**src/logic/scsp_params.svh**
```systemverilog
`ifndef SCSP_PARAMS_SVH
`define SCSP_PARAMS_SVH
// ==========================================================
// timing
`define SCSP_CLK_MHZ      250
`define SCSP_BIT_NS       10000
`define SCSP_BIT_CYC      ((`SCSP_BIT_NS * `SCSP_CLK_MHZ) / 1000)
`define SCSP_HALF_CYC     (`SCSP_BIT_CYC / 2)
`define SCSP_MID_MIN_CYC  ((`SCSP_BIT_CYC * 3) / 4)
`define SCSP_TIMEOUT_CYC  (2 * `SCSP_BIT_CYC)
`define SCSP_STATUS_CYC   (10 * `SCSP_BIT_CYC)
`define SCSP_CNT_W        16
// ==========================================================
// command layout
`define SCSP_SYNC         4'hC
`define SCSP_HDR_BITS     6
`define SCSP_WR_BITS      12
// ==========================================================
// readback frame, position 0 leaves the pin first
`define SCSP_FRAME_LEN    37
`define SCSP_POS_START    0
`define SCSP_POS_ERR      1
`define SCSP_POS_CA       11
`define SCSP_POS_AGC      12
`define SCSP_POS_LED      14
`define SCSP_POS_BANK     24
// ==========================================================
// configuration bank fields and resets
`define SCSP_BANK_W       6
`define SCSP_BIT_POL      5
`define SCSP_BIT_DRV      4
`define SCSP_BANK_RST     6'h00
`define SCSP_FIFO_DEPTH   8
`endif

```
**src/logic/scsp_pkg.sv**
```systemverilog
`include "scsp_params.svh"
package scsp_pkg;
    typedef enum logic [6:0] {
        S_LOAD   = 7'h01,
        S_IDLE   = 7'h02,
        S_WRITE  = 7'h04,
        S_VERIFY = 7'h08,
        S_READ   = 7'h10,
        S_CAL    = 7'h20,
        S_STAT   = 7'h40
    } scsp_state_t;
    typedef enum logic [1:0] {
        OP_NOP   = 2'h0,
        OP_READ  = 2'h1,
        OP_WRITE = 2'h2,
        OP_CAL   = 2'h3
    } scsp_op_t;
endpackage : scsp_pkg

```
**src/logic/scsp_fifo.sv**
```systemverilog
`timescale 1ns/1ps
`default_nettype none
module scsp_fifo #(
    parameter int WIDTH = 2,
    parameter int DEPTH = 8
) (
    input  wire logic             clk_i,       // clock
    input  wire logic             reset_i,     // async reset, high
    input  wire logic             in_valid_i,  // push request
    output logic                  in_ready_o,  // not full
    input  wire logic [WIDTH-1:0] in_data_i,   // push data
    output logic                  out_valid_o, // not empty
    input  wire logic             out_ready_i, // pop request
    output logic [WIDTH-1:0]      out_data_o   // head word
);
    localparam int AW = (DEPTH > 1) ? $clog2(DEPTH) : 1;
    generate
        if (DEPTH < 2 || WIDTH < 1) begin : g_bad
            $error("scsp_fifo: depth must be at least 2");
        end
    endgenerate

    logic [WIDTH-1:0] mem [DEPTH];
    logic [AW-1:0]    wptr;
    logic [AW-1:0]    rptr;
    logic [AW:0]      count;
    logic             push;
    logic             pop;

    // count is one bit wider than the pointers so that a full buffer is representable
    assign in_ready_o  = (count != (AW+1)'(DEPTH));
    assign out_valid_o = (count != '0);
    assign push        = in_valid_i & in_ready_o;
    assign pop         = out_valid_o & out_ready_i;
    assign out_data_o  = mem[rptr];

    function automatic logic [AW-1:0] wrap_inc(input logic [AW-1:0] p);
        wrap_inc = (p == AW'(DEPTH - 1)) ? '0 : p + AW'(1);
    endfunction : wrap_inc

    always_ff @(posedge clk_i) begin
        if (push) begin
            mem[wptr] <= in_data_i;
        end
    end

    always_ff @(posedge clk_i or posedge reset_i) begin
        if (reset_i) begin
            wptr  <= '0;
            rptr  <= '0;
            count <= '0;
        end else begin
            if (push) begin
                wptr <= wrap_inc(wptr);
            end
            if (pop) begin
                rptr <= wrap_inc(rptr);
            end
            if (push && !pop) begin
                count <= count + (AW+1)'(1);
            end else if (pop && !push) begin
                count <= count - (AW+1)'(1);
            end
        end
    end
endmodule : scsp_fifo
`default_nettype wire

```
**src/logic/scsp_top.sv**
```systemverilog
`timescale 1ns/1ps
`default_nettype none
`include "scsp_params.svh"
module scsp_top
    import scsp_pkg::*;
#(
    parameter int TIMEOUT_CYC = `SCSP_TIMEOUT_CYC,
    parameter int STATUS_CYC  = `SCSP_STATUS_CYC,
    parameter int FIFO_DEPTH  = `SCSP_FIFO_DEPTH
) (
    input  wire logic                    clk_i,              // 250 MHz clock
    input  wire logic                    reset_i,            // async reset, high
    input  wire logic                    cmd_pin_i,          // command pin level
    output logic                         cmd_pin_o,          // command pin drive value
    output logic                         cmd_pin_oe_o,       // command pin drive enable
    input  wire logic                    detect_i,           // comparator result
    output logic                         out_pin_o,          // detection pin value
    output logic                         out_pin_oe_o,       // detection pin enable
    output logic [3:0]                   thresh_code_o,      // comparator threshold code
    output logic                         nv_we_o,            // bank write strobe
    output logic [`SCSP_BANK_W-1:0]      nv_wdata_o,         // bank write data
    input  wire logic [`SCSP_BANK_W-1:0] nv_rdata_i,         // bank stored contents
    output logic                         cal_start_o,        // calibration start pulse
    input  wire logic                    cal_done_i,         // calibration done pulse
    input  wire logic                    cal_ok_i,           // calibration result
    input  wire logic                    trim_success_flag_i,// stored calibration flag
    input  wire logic [1:0]              gain_step_bits_i,   // stored gain step
    input  wire logic [9:0]              led_count_i,        // stored LED drive count
    output logic                         rx_ready_o          // command buffer not full
);
    localparam int CW = `SCSP_CNT_W;
    generate
        if (TIMEOUT_CYC <= `SCSP_BIT_CYC || TIMEOUT_CYC >= (1 << CW) ||
            STATUS_CYC < 1 || STATUS_CYC >= (1 << CW) || FIFO_DEPTH < 2) begin : g_bad
            $error("scsp_top: parameter out of range");
        end
    endgenerate

    // ==========================================================
    // pin synchronisers
    logic          rx_s1, rx_s2, rx_s3;
    logic          det_s1, det_s2;
    logic [2:0]    mute_sh;
    logic          rx_mute;

    always_ff @(posedge clk_i or posedge reset_i) begin
        if (reset_i) begin
            rx_s1  <= 1'b0;
            rx_s2  <= 1'b0;
            rx_s3  <= 1'b0;
            det_s1 <= 1'b0;
            det_s2 <= 1'b0;
        end else begin
            rx_s1  <= cmd_pin_i;
            rx_s2  <= rx_s1;
            rx_s3  <= rx_s2;
            det_s1 <= detect_i;
            det_s2 <= det_s1;
        end
    end

    // ==========================================================
    // Manchester receiver on the command pin
    scsp_state_t   st, next_st;
    logic [CW-1:0] gap_cnt;
    logic          in_frame;
    logic          rx_edge, rx_acc, rx_end;
    logic          rx_valid;
    logic [1:0]    rx_tok;

    // own status drive echoes back through the synchroniser
    always_ff @(posedge clk_i or posedge reset_i) begin
        if (reset_i) begin
            mute_sh <= '0;
        end else begin
            mute_sh <= {mute_sh[1:0], cmd_pin_oe_o};
        end
    end
    // the drive enable lags the state, so its release edge needs the longer shadow
    assign rx_mute  = (st == S_STAT) | cmd_pin_oe_o | (|mute_sh);
    assign rx_edge  = (rx_s2 ^ rx_s3) & ~rx_mute;
    // boundary edges come half a bit after a mid edge and are skipped
    assign rx_acc   = rx_edge & (~in_frame | (gap_cnt >= CW'(`SCSP_MID_MIN_CYC)));
    // muting cuts an open frame, so close it for the parser as well
    assign rx_end   = in_frame & ~rx_acc
                    & ((gap_cnt == CW'(TIMEOUT_CYC - 1)) | rx_mute);
    assign rx_valid = rx_acc | rx_end;
    // token: {frame end, data bit}; a rising mid edge is a 1
    assign rx_tok   = rx_acc ? {1'b0, rx_s2} : 2'b10;

    always_ff @(posedge clk_i or posedge reset_i) begin
        if (reset_i) begin
            gap_cnt  <= '0;
            in_frame <= 1'b0;
        end else if (rx_mute) begin
            gap_cnt  <= '0;
            in_frame <= 1'b0;
        end else if (rx_acc) begin
            gap_cnt  <= '0;
            in_frame <= 1'b1;
        end else if (rx_end) begin
            gap_cnt  <= '0;
            in_frame <= 1'b0;
        end else if (in_frame) begin
            gap_cnt  <= gap_cnt + CW'(1);
        end
    end

    // ==========================================================
    // command buffer, drained only while idle
    logic       tok_valid;
    logic [1:0] tok;
    logic       pop;

    assign pop = tok_valid & (st == S_IDLE);

    scsp_fifo #(
        .WIDTH (2),
        .DEPTH (FIFO_DEPTH)
    ) u_fifo (
        .clk_i       (clk_i),
        .reset_i     (reset_i),
        .in_valid_i  (rx_valid),
        .in_ready_o  (rx_ready_o),
        .in_data_i   (rx_tok),
        .out_valid_o (tok_valid),
        .out_ready_i (pop),
        .out_data_o  (tok)
    );

    // ==========================================================
    // command parser
    logic [3:0]              bit_cnt;
    logic [5:0]              hdr;
    logic [`SCSP_BANK_W-1:0] wr_sh;
    logic                    skip;
    logic                    wr_pend;
    logic                    take;
    logic [5:0]              hdr6;
    logic                    hdr_ok;
    logic                    cmd_rd, cmd_cal, cmd_wr;

    assign take    = pop & ~tok[1] & ~skip;
    assign hdr6    = {hdr[4:0], tok[0]};
    assign hdr_ok  = take & (bit_cnt == 4'(`SCSP_HDR_BITS - 1))
                   & (hdr6[5:2] == `SCSP_SYNC);
    assign cmd_rd  = hdr_ok & (hdr6[1:0] == OP_READ);
    assign cmd_cal = hdr_ok & (hdr6[1:0] == OP_CAL);
    assign cmd_wr  = take & wr_pend & (bit_cnt == 4'(`SCSP_WR_BITS - 1));

    always_ff @(posedge clk_i or posedge reset_i) begin
        if (reset_i) begin
            bit_cnt <= '0;
            hdr     <= '0;
            wr_sh   <= '0;
            skip    <= 1'b0;
            wr_pend <= 1'b0;
        end else if (pop && tok[1]) begin
            bit_cnt <= '0;
            skip    <= 1'b0;
            wr_pend <= 1'b0;
        end else if (take) begin
            bit_cnt <= bit_cnt + 4'(1);
            hdr     <= hdr6;
            // data arrives bit 0 first, so shift in from the top
            wr_sh   <= {tok[0], wr_sh[`SCSP_BANK_W-1:1]};
            if (bit_cnt == 4'(`SCSP_HDR_BITS - 1)) begin
                wr_pend <= hdr_ok & (hdr6[1:0] == OP_WRITE);
                skip    <= ~(hdr_ok & (hdr6[1:0] == OP_WRITE));
            end
            if (cmd_wr) begin
                wr_pend <= 1'b0;
                skip    <= 1'b1;
            end
        end
    end

    // ==========================================================
    // sequencer
    logic [CW-1:0] cyc_cnt;
    logic [5:0]    tx_idx;
    logic          tx_last;
    logic          stat_last;

    assign tx_last   = (tx_idx == 6'(`SCSP_FRAME_LEN - 1))
                     & (cyc_cnt == CW'(`SCSP_BIT_CYC - 1));
    assign stat_last = (cyc_cnt == CW'(STATUS_CYC - 1));

    always_comb begin
        next_st = st;
        unique case (st)
            S_LOAD:   next_st = S_IDLE;
            S_IDLE: begin
                if (cmd_wr) begin
                    next_st = S_WRITE;
                end else if (cmd_rd) begin
                    next_st = S_READ;
                end else if (cmd_cal) begin
                    next_st = S_CAL;
                end
            end
            S_WRITE:  next_st = S_VERIFY;
            S_VERIFY: next_st = S_IDLE;
            S_READ:   next_st = tx_last ? S_IDLE : S_READ;
            S_CAL:    next_st = cal_done_i ? S_STAT : S_CAL;
            S_STAT:   next_st = stat_last ? S_IDLE : S_STAT;
            default:  next_st = S_IDLE;
        endcase
    end

    always_ff @(posedge clk_i or posedge reset_i) begin
        if (reset_i) begin
            st <= S_LOAD;
        end else begin
            st <= next_st;
        end
    end

    // ==========================================================
    // bank, verify and error flag
    logic [`SCSP_BANK_W-1:0] output_config_bank;
    logic                    err_flag;

    always_ff @(posedge clk_i or posedge reset_i) begin
        if (reset_i) begin
            output_config_bank <= `SCSP_BANK_RST;
            nv_wdata_o         <= '0;
            err_flag           <= 1'b0;
        end else begin
            if (cmd_wr) begin
                nv_wdata_o <= {tok[0], wr_sh[`SCSP_BANK_W-1:1]};
            end
            // bank follows what the store really holds, not what was sent
            if (st == S_LOAD || st == S_VERIFY) begin
                output_config_bank <= nv_rdata_i;
            end
            if (st == S_VERIFY) begin
                err_flag <= (nv_rdata_i != nv_wdata_o);
            end
        end
    end

    assign nv_we_o       = (st == S_WRITE);
    assign thresh_code_o = output_config_bank[3:0];

    // ==========================================================
    // readback frame builder
    function automatic logic [`SCSP_FRAME_LEN-1:0] build_frame(
        input logic                    err,
        input logic                    ca,
        input logic [1:0]              gain_step_bits,
        input logic [9:0]              led,
        input logic [`SCSP_BANK_W-1:0] bank
    );
        logic [`SCSP_FRAME_LEN-1:0] f;
        // reserved and trailing positions stay zero
        f                            = '0;
        f[`SCSP_POS_START]           = 1'b0;
        f[`SCSP_POS_ERR]             = err;
        f[`SCSP_POS_CA]              = ca;
        f[`SCSP_POS_AGC +: 2]        = gain_step_bits;
        f[`SCSP_POS_LED +: 10]       = led;
        f[`SCSP_POS_BANK +: `SCSP_BANK_W] = bank;
        build_frame = f;
    endfunction : build_frame

    // ==========================================================
    // cycle counter, transmitter and status drive
    logic [`SCSP_FRAME_LEN-1:0] tx_sh;
    logic                       tx_line;
    logic                       cal_res;

    always_ff @(posedge clk_i or posedge reset_i) begin
        if (reset_i) begin
            cyc_cnt <= '0;
            tx_idx  <= '0;
            tx_sh   <= '0;
            tx_line <= 1'b0;
        end else if (st == S_IDLE && cmd_rd) begin
            cyc_cnt <= '0;
            tx_idx  <= '0;
            // start bit is 0, so the first half is high; no stale level leaks out
            tx_line <= 1'b1;
            tx_sh   <= build_frame(err_flag, trim_success_flag_i, gain_step_bits_i,
                                   led_count_i, output_config_bank);
        end else if (st == S_READ) begin
            // first half is the inverse, second half the bit itself
            tx_line <= (cyc_cnt < CW'(`SCSP_HALF_CYC)) ? ~tx_sh[0] : tx_sh[0];
            if (cyc_cnt == CW'(`SCSP_BIT_CYC - 1)) begin
                cyc_cnt <= '0;
                tx_idx  <= tx_idx + 6'(1);
                tx_sh   <= {1'b0, tx_sh[`SCSP_FRAME_LEN-1:1]};
            end else begin
                cyc_cnt <= cyc_cnt + CW'(1);
            end
        end else if (st == S_STAT) begin
            cyc_cnt <= stat_last ? '0 : cyc_cnt + CW'(1);
        end else begin
            cyc_cnt <= '0;
        end
    end

    always_ff @(posedge clk_i or posedge reset_i) begin
        if (reset_i) begin
            cal_start_o  <= 1'b0;
            cal_res      <= 1'b0;
            cmd_pin_o    <= 1'b0;
            cmd_pin_oe_o <= 1'b0;
        end else begin
            cal_start_o  <= (st == S_IDLE) & cmd_cal;
            if (st == S_CAL && cal_done_i) begin
                cal_res <= cal_ok_i;
            end
            cmd_pin_o    <= cal_res;
            cmd_pin_oe_o <= (st == S_STAT);
        end
    end

    // ==========================================================
    // detection pin driver
    logic out_val;

    // the readback bypasses polarity so the host sees raw bits
    assign out_val = (st == S_READ) ? tx_line
                   : det_s2 ^ output_config_bank[`SCSP_BIT_POL];

    always_ff @(posedge clk_i or posedge reset_i) begin
        if (reset_i) begin
            out_pin_o    <= 1'b0;
            out_pin_oe_o <= 1'b0;
        end else if (output_config_bank[`SCSP_BIT_DRV]) begin
            out_pin_o    <= out_val;
            out_pin_oe_o <= 1'b1;
        end else begin
            // open drain only ever pulls low
            out_pin_o    <= 1'b0;
            out_pin_oe_o <= ~out_val;
        end
    end
endmodule : scsp_top
`default_nettype wire

```
**config.mk**
```make
export PLATFORM = sky130hd
export DESIGN_NAME = scsp_top
export DESIGN_NICKNAME = d
export VERILOG_FILES = /design/src/logic/scsp_pkg.sv /design/src/logic/scsp_fifo.sv /design/src/logic/scsp_top.sv
export VERILOG_INCLUDE_DIRS = /design/src /design/src/logic
export SDC_FILE = /design/constraint.sdc
export NUM_CORES = 1
export LEC_CHECK = 0
export BUFFER_PORTS_ARGS = -buffer_cell sky130_fd_sc_hd__buf_2
export CORE_MARGIN = 2
export CORE_UTILIZATION = 55
export CTS_CLUSTER_DIAMETER = 50
export DETAILED_ROUTE_END_ITERATION = 10
export GPL_TIMING_DRIVEN = 0
export PLACE_DENSITY_LB_ADDON = 0.05
export SETUP_SLACK_MARGIN = 0.4
export SYNTH_ARGS = -nofsm -noshare
export SYNTH_HDL_FRONTEND = slang
export SYNTH_HIERARCHICAL = 1
export SYNTH_SLANG_ARGS = --single-unit
```
**constraint.sdc**
```tcl
create_clock -name clk_i -period 5.05 [get_ports clk_i]
set_clock_uncertainty 0.1 [all_clocks]
set_input_delay 0.505 -clock clk_i [delete_from_list [all_inputs] [get_ports clk_i]]
set_output_delay 0.505 -clock clk_i [all_outputs]
set_load 0.05 [all_outputs]
```
==> results of run 1 <==
==> final cells by class <==
type,instances,area (sq um),area share (%)
inverter,18,70.1,0.883
sequential,141,3610,45.5
timing repair buffer,43,243,3.06
clock inverter,11,213,2.68
multi-input combinational,425,2970,37.4
tap,168,210,2.65
clock buffer,21,460,5.81
buffer,26,160,2.02
==> cell usage after synthesis (all sizes together), types with 3 or more instances <==
cell type	count
a21o	14
a21oi	16
a22o	14
and2	3
and3	6
and4	3
buf	18
clkbuf	8
dfrtp	124
edfxtp	16
ha	13
inv	18
mux2	21
mux2i	17
mux4	4
nand2	44
nand2b	5
nand3	25
nand3b	9
nand4	13
nor2	78
nor3	15
nor3b	5
nor4	11
nor4b	4
o21ai	19
or3	8
or4	4
xnor2	25
xor2	23
==> sequential cells by signal (all words and copies together), names as in the netlist, 6 cells and up <==
name and flops:
tx_sh 30, cyc_cnt 16, gap_cnt 16, u_fifo/mem 16
st 7, nv_wdata_o 6, output_config_bank 6, tx_idx 6
==> critical path, cell delays in order, from the launching register on <==
cell,delay [ns]
dfrtp_1,0.47
or4b_1,0.57
o21ai_0,0.42
nor2b_1,0.12
o21ai_0,0.61
nand2_8,0.13
inv_1,0.09
ha_1,0.24
inv_1,0.12
ha_1,0.37
or4_1,0.49
nand3_1,0.10
o221ai_1,0.10
==> per-stage QoR <==
stage                     util (%)  setup slack (ns)  hold slack [ns]  power [mW]
after floorplan                  -              1.40            0.231        1.88
after global placement        59.8             0.154            0.233        2.00
after detailed placement      60.1             0.991            0.242        2.05
after CTS                     65.8             0.983           0.0728        3.47
after global routing          65.8             0.710           0.0705        3.60
final                         65.8             0.998           0.0849        3.43
==> what timing repair did <==
action	CTS	global route
resized for setup	0	0
hold buffers	1	0
endpoints found under the hold margin	10	0
==> kinds of logic (layout without fill, tap and decap cells) <==
logic type               count (synthesis)  in the layout
AO/OA/AOI/OAI                           74             74
other                                    1              1
flip-flops                             141            141
multiplexers                            42             42
XOR/XNOR                                48             48
adder cells (fa/ha/maj)                 14             14
AND/OR/NAND/NOR                        246            246
buffers and inverters                   44            119
==> power by group <==
part           switching, mW  total [mW]  internal (mW)
clock network          0.458        1.41          0.951
registers              0.136        1.40           1.27
logic                  0.334       0.620          0.286
==> worst paths after layout <==
kind | endpoint | cells after the start
setup / recovery | u_fifo/count[3]$_DFFE_PP0P_ | 12
hold / removal | rx_s1$_DFF_PP0_ | 1
setup reg to reg | u_fifo/count[3]$_DFFE_PP0P_ | 12
hold reg to reg | det_s2$_DFF_PP0_ | 0
max in group asynchronous | tx_idx[0]$_DFFE_PP0P_ | 4
min in group asynchronous | u_fifo/rptr[1]$_DFFE_PP0P_ | 3
==> per-layer routing <==
metal	vias up	wire length, microns	track usage [%]
met5	-	0	0
met4	0	181	7.47
met3	14	351	5.17
met2	62	6300	34.2
met1	2265	6000	27.5
li1	2279	-	-
==> flow_metrics.tcl, run 1 <==
set metrics [dict create \
    run_status "finished clean" \
    drtAntennaViolNets 0 \
    setup_viol 0 \
    grt_util_all_layers_pct 20.9 \
    yosys_register_bits 141 \
    num_vias 4620 \
    arrival_ns 4.25 \
    synth_top_flop_cell "dfrtp_1" \
    synth_top_family_by_area "simple AND/OR/NAND/NOR gates" \
    cts.sinks 141 \
    start_util_pct 56.4 \
    cts-buffers-inserted 17 \
    ios 42 \
    postSynthCellCount 610 \
    die_width_microns 115 \
    relSlewSlack_pct 45.1 \
    clockRootBuffer "clkbuf_16" \
    routed_wl_mm 12.8 \
    path_class "flop to flop" \
    drc 0 \
    grt_pass1_vias 4532 \
    worst_pin_slew_ns 0.822 \
    fillCellCount 1002 \
    drive_gt1_share_pct 19.9 \
    crit_path_start "st[3]$_DFFE_PP0P_" \
    synth_top_cell_area_share_pct 45.6 \
    cts_tree "done" \
    grt-ovfl-total 0 \
    worstHoldPathType "input port to flop" \
    yosys_warnings 6 \
    first_pass_iters 4 \
    fin_nets 711 \
    final_common_cell "dfrtp_1" \
    leakagePower_nw 3.58 \
    synth_compound_area_share_pct 7.38 \
    synthAdderAreaFrac_pct 2.69 \
    ir_worst_vdd_uv 384 \
    dpl.cell_count 820 \
    fin_cells 853 \
    path_max_fanout 8 \
    synthSimpleGateAreaFrac_pct 19.8 \
    synth_area_leader_cell "dfrtp_1" \
    synthMuxAreaShare_pct 7.47 \
    vias_per_cell 5.42 \
    rsz0062_at_grt "false" \
    synthDistinctLibCells 67 \
    port_buffers 41 \
    grt_max_degree 63 \
    cts_setup_buffers 0 \
    crit_required_ns 5.24 \
    fmax_mhz 247 \
    path_clk_slew_ns 0.06 \
    max-cap-violations 0 \
    antenna_found_initial 0 \
    synth_nets 649 \
    startpoint_type "flop" \
    end_kind "flop" \
    h-tree-depth 4 \
    r2r_slack_ns 1.0 \
    synth-async-reset-ratio_pct 88.7 \
    synth_area_leaders "dfrtp_1 (46%), edfxtp_1 (7.1%), nor2_1 (4.2%)" \
    cts.path.max_buffers 2 \
    die_y_microns 115 \
    coreArea_sq_um 12100 \
    drt_iter0_markers 262 \
    synth.avg_cell_area_sq_um 11.2 \
    period_share_pct 80.2 \
    area_growth_pct 16.6 \
    final_area_sq_um 7930 \
    synth-xor-area-share_pct 6.18 \
    dieArea_sq_um 13300 \
    place_area_sq_um 7250 \
    layout_common_cells "dfrtp_1 (124), nor2_1 (77), buf_2 (49)" \
    synth_area_sq_um 6800 \
    diodes 0 \
    rr_startpoint "st[3]$_DFFE_PP0P_" \
    slew_violations 0 \
    grt_pass1_wl_mm 21.7 \
    row_count 40 \
    synth_edf_count 16 \
    dp_hpwl_mm 9.04 \
    hold_start "cmd_pin_i" \
    fin_crit_ns 4.05 \
    insertion_delay_ns 0.42 \
    power.density_nw_per_um2 433 \
    finalSetupTns_ns 0 \
    routedWlPerCell_microns 15.0 \
    seq_area_frac_synth_pct 53.1 \
    gp_congestion 0.819 \
    finalHoldViolCount 0 \
]
(Power assumes the default switching activity.)
==> run 2, diff against run 1 <==
Clock period 5.05 ns to 3.8 ns, I/O delays scaled along.
==> flow_metrics.tcl, run 2 (synthesized netlist as in run 1, its figures left out) <==
set metrics [dict create \
    run_status "finished clean" \
    coreArea_sq_um 12100 \
    die_y_microns 115 \
    crit_required_ns 3.99 \
    clockRootBuffer "clkbuf_16" \
    routedWlPerCell_microns 15.4 \
    dieArea_sq_um 13300 \
    fmax_mhz 308 \
    setup_viol 0 \
    grt_pass1_wl_mm 22.5 \
    row_count 40 \
    drtAntennaViolNets 0 \
    start_util_pct 56.4 \
    port_buffers 41 \
    cts.sinks 141 \
    drc 0 \
    first_pass_iters 5 \
    largest_reg_flops 30 \
    layout_common_cells "dfrtp_1 (123), nor2_1 (77), buf_2 (49)" \
    routed_wl_mm 13.2 \
    vias_per_cell 5.41 \
    period_share_pct 85.3 \
    fillCellCount 931 \
    netSwitchingFraction_pct 27.3 \
    fin_util_pct 66.9 \
    ios 42 \
    grt.busiest_layer "met2" \
    antenna_found_initial 1 \
    worst_pin_slew_ns 0.861 \
    p_clk_share_pct 40.4 \
    finalHoldViolCount 0 \
    leakagePower_nw 3.63 \
    gp_congestion 0.808 \
    power.density_nw_per_um2 568 \
    cts_tree "done" \
    end_kind "flop" \
    worstHoldPathType "input port to flop" \
    die_width_microns 115 \
    insertion_delay_ns 0.42 \
    grtUsageMet3_pct 5.85 \
    cts-buffers-inserted 17 \
    dp_hpwl_mm 9.18 \
    num_vias 4660 \
    final_area_sq_um 8070 \
    rsz0062_at_grt "true" \
    slew_violations 0 \
    cts.path.max_buffers 2 \
    place_area_sq_um 7290 \
    met2_usage_pct 35.8 \
    diodes 0 \
    power_frac_seq_pct 40.8 \
    grt_max_degree 35 \
    p_switching_mw 1.25 \
    path_class "flop to flop" \
    met1_usage_pct 28.1 \
    ir_worst_vdd_uv 509 \
    r2r_slack_ns 0.56 \
    grt_util_all_layers_pct 21.7 \
    area_growth_pct 18.6 \
    grt-ovfl-total 0 \
    intPower_mw 3.33 \
    arrival_ns 3.43 \
    final_common_cell "dfrtp_1" \
    regMostFlops "tx_sh" \
    fin_nets 719 \
    grt_pass1_vias 4626 \
    startpoint_type "flop" \
    path_clk_slew_ns 0.06 \
    fin_crit_ns 3.24 \
    h-tree-depth 4 \
    drt_iter0_markers 262 \
    drive_gt1_share_pct 22.2 \
    finalSetupTns_ns 0 \
    power_frac_comb_pct 18.8 \
    relSlewSlack_pct 42.5 \
    path_max_fanout 9 \
    max-cap-violations 0 \
]
## run 2: cell type report
cell class                      count  area, sq um  area share, %
Sequential cell                   141         3610           44.8
Clock buffer                       19          443           5.49
Buffer                             26          160           1.98
Timing Repair Buffer               51          333           4.12
Multi-Input combinational cell    425         3020           37.4
Inverter                           18         71.3          0.884
Clock inverter                     13          219           2.71
Tap cell                          168          210           2.61
## run 2: path summary, 6_finish.rpt
kind,from,to,cells after the start
min in group asynchronous,reset_i,u_fifo/count[1]$_DFFE_PP0P_,3
setup / recovery,st[3]$_DFFE_PP0P_,u_fifo/count[3]$_DFFE_PP0P_,12
max in group asynchronous,reset_i,st[0]$_DFFE_PP1P_,5
setup reg to reg,st[3]$_DFFE_PP0P_,u_fifo/count[3]$_DFFE_PP0P_,12
hold reg to reg,rx_s1$_DFF_PP0_,rx_s2$_DFF_PP0_,0
hold / removal,cal_ok_i,cal_res$_DFFE_PP0P_,2
## run 2: critical path, cell delays in order (launching register included)
cell and delay, ns:
dfrtp_2 0.46, or4b_1 0.57, o21ai_2 0.25, or3_4 0.24, o21ai_4 0.10, nand2_8 0.10, inv_1 0.06, ha_2 0.20
inv_2 0.12, ha_4 0.23, or4_1 0.47, nand3_1 0.11, o221ai_1 0.11
## run 2: power groups by stage
stage	logic [mW]	clock network [mW]	registers [mW]
5_1_grt	0.964	1.96	1.90
4_1_cts	0.859	1.89	1.87
6_report	0.861	1.85	1.87
3_3_place_gp	0.788	0	1.88
3_5_place_dp	0.828	0	1.89
2_1_floorplan	0.648	0	1.86
## run 2: metrics by stage
| step | total power, mW | cells | hold slack [ns] | worst slack (ns) |
|---|---|---|---|---|
| floorplan | 2.51 | 610 | 0.120 | 0.478 |
| global placement | 2.67 | 819 | 0.233 | 0.0825 |
| detailed placement | 2.71 | 822 | 0.235 | 0.0104 |
| CTS | 4.62 | 860 | 0.0796 | 0.404 |
| global route | 4.82 | 861 | 0.109 | 0.347 |
| finish | 4.58 | 861 | 0.105 | 0.558 |
## run 2: routing by layer
metal | wire [microns] | up-vias
met5 | 0 | -
met4 | 150 | 0
met3 | 460 | 13
met2 | 6550 | 59
met1 | 6060 | 2291
li1 | - | 2297
## run 2: repair_timing
| item | CTS | global route |
|---|---|---|
| hold buffers | 3 | 0 |
| gates resized for setup | 6 | 8 |
| endpoints found under the setup margin | 2 | 23 |
| setup buffers | 3 | 1 |
| hold endpoints to repair | 41 | 0 |
| pin swaps | 3 | 2 |
| cloned | 0 | 0 |
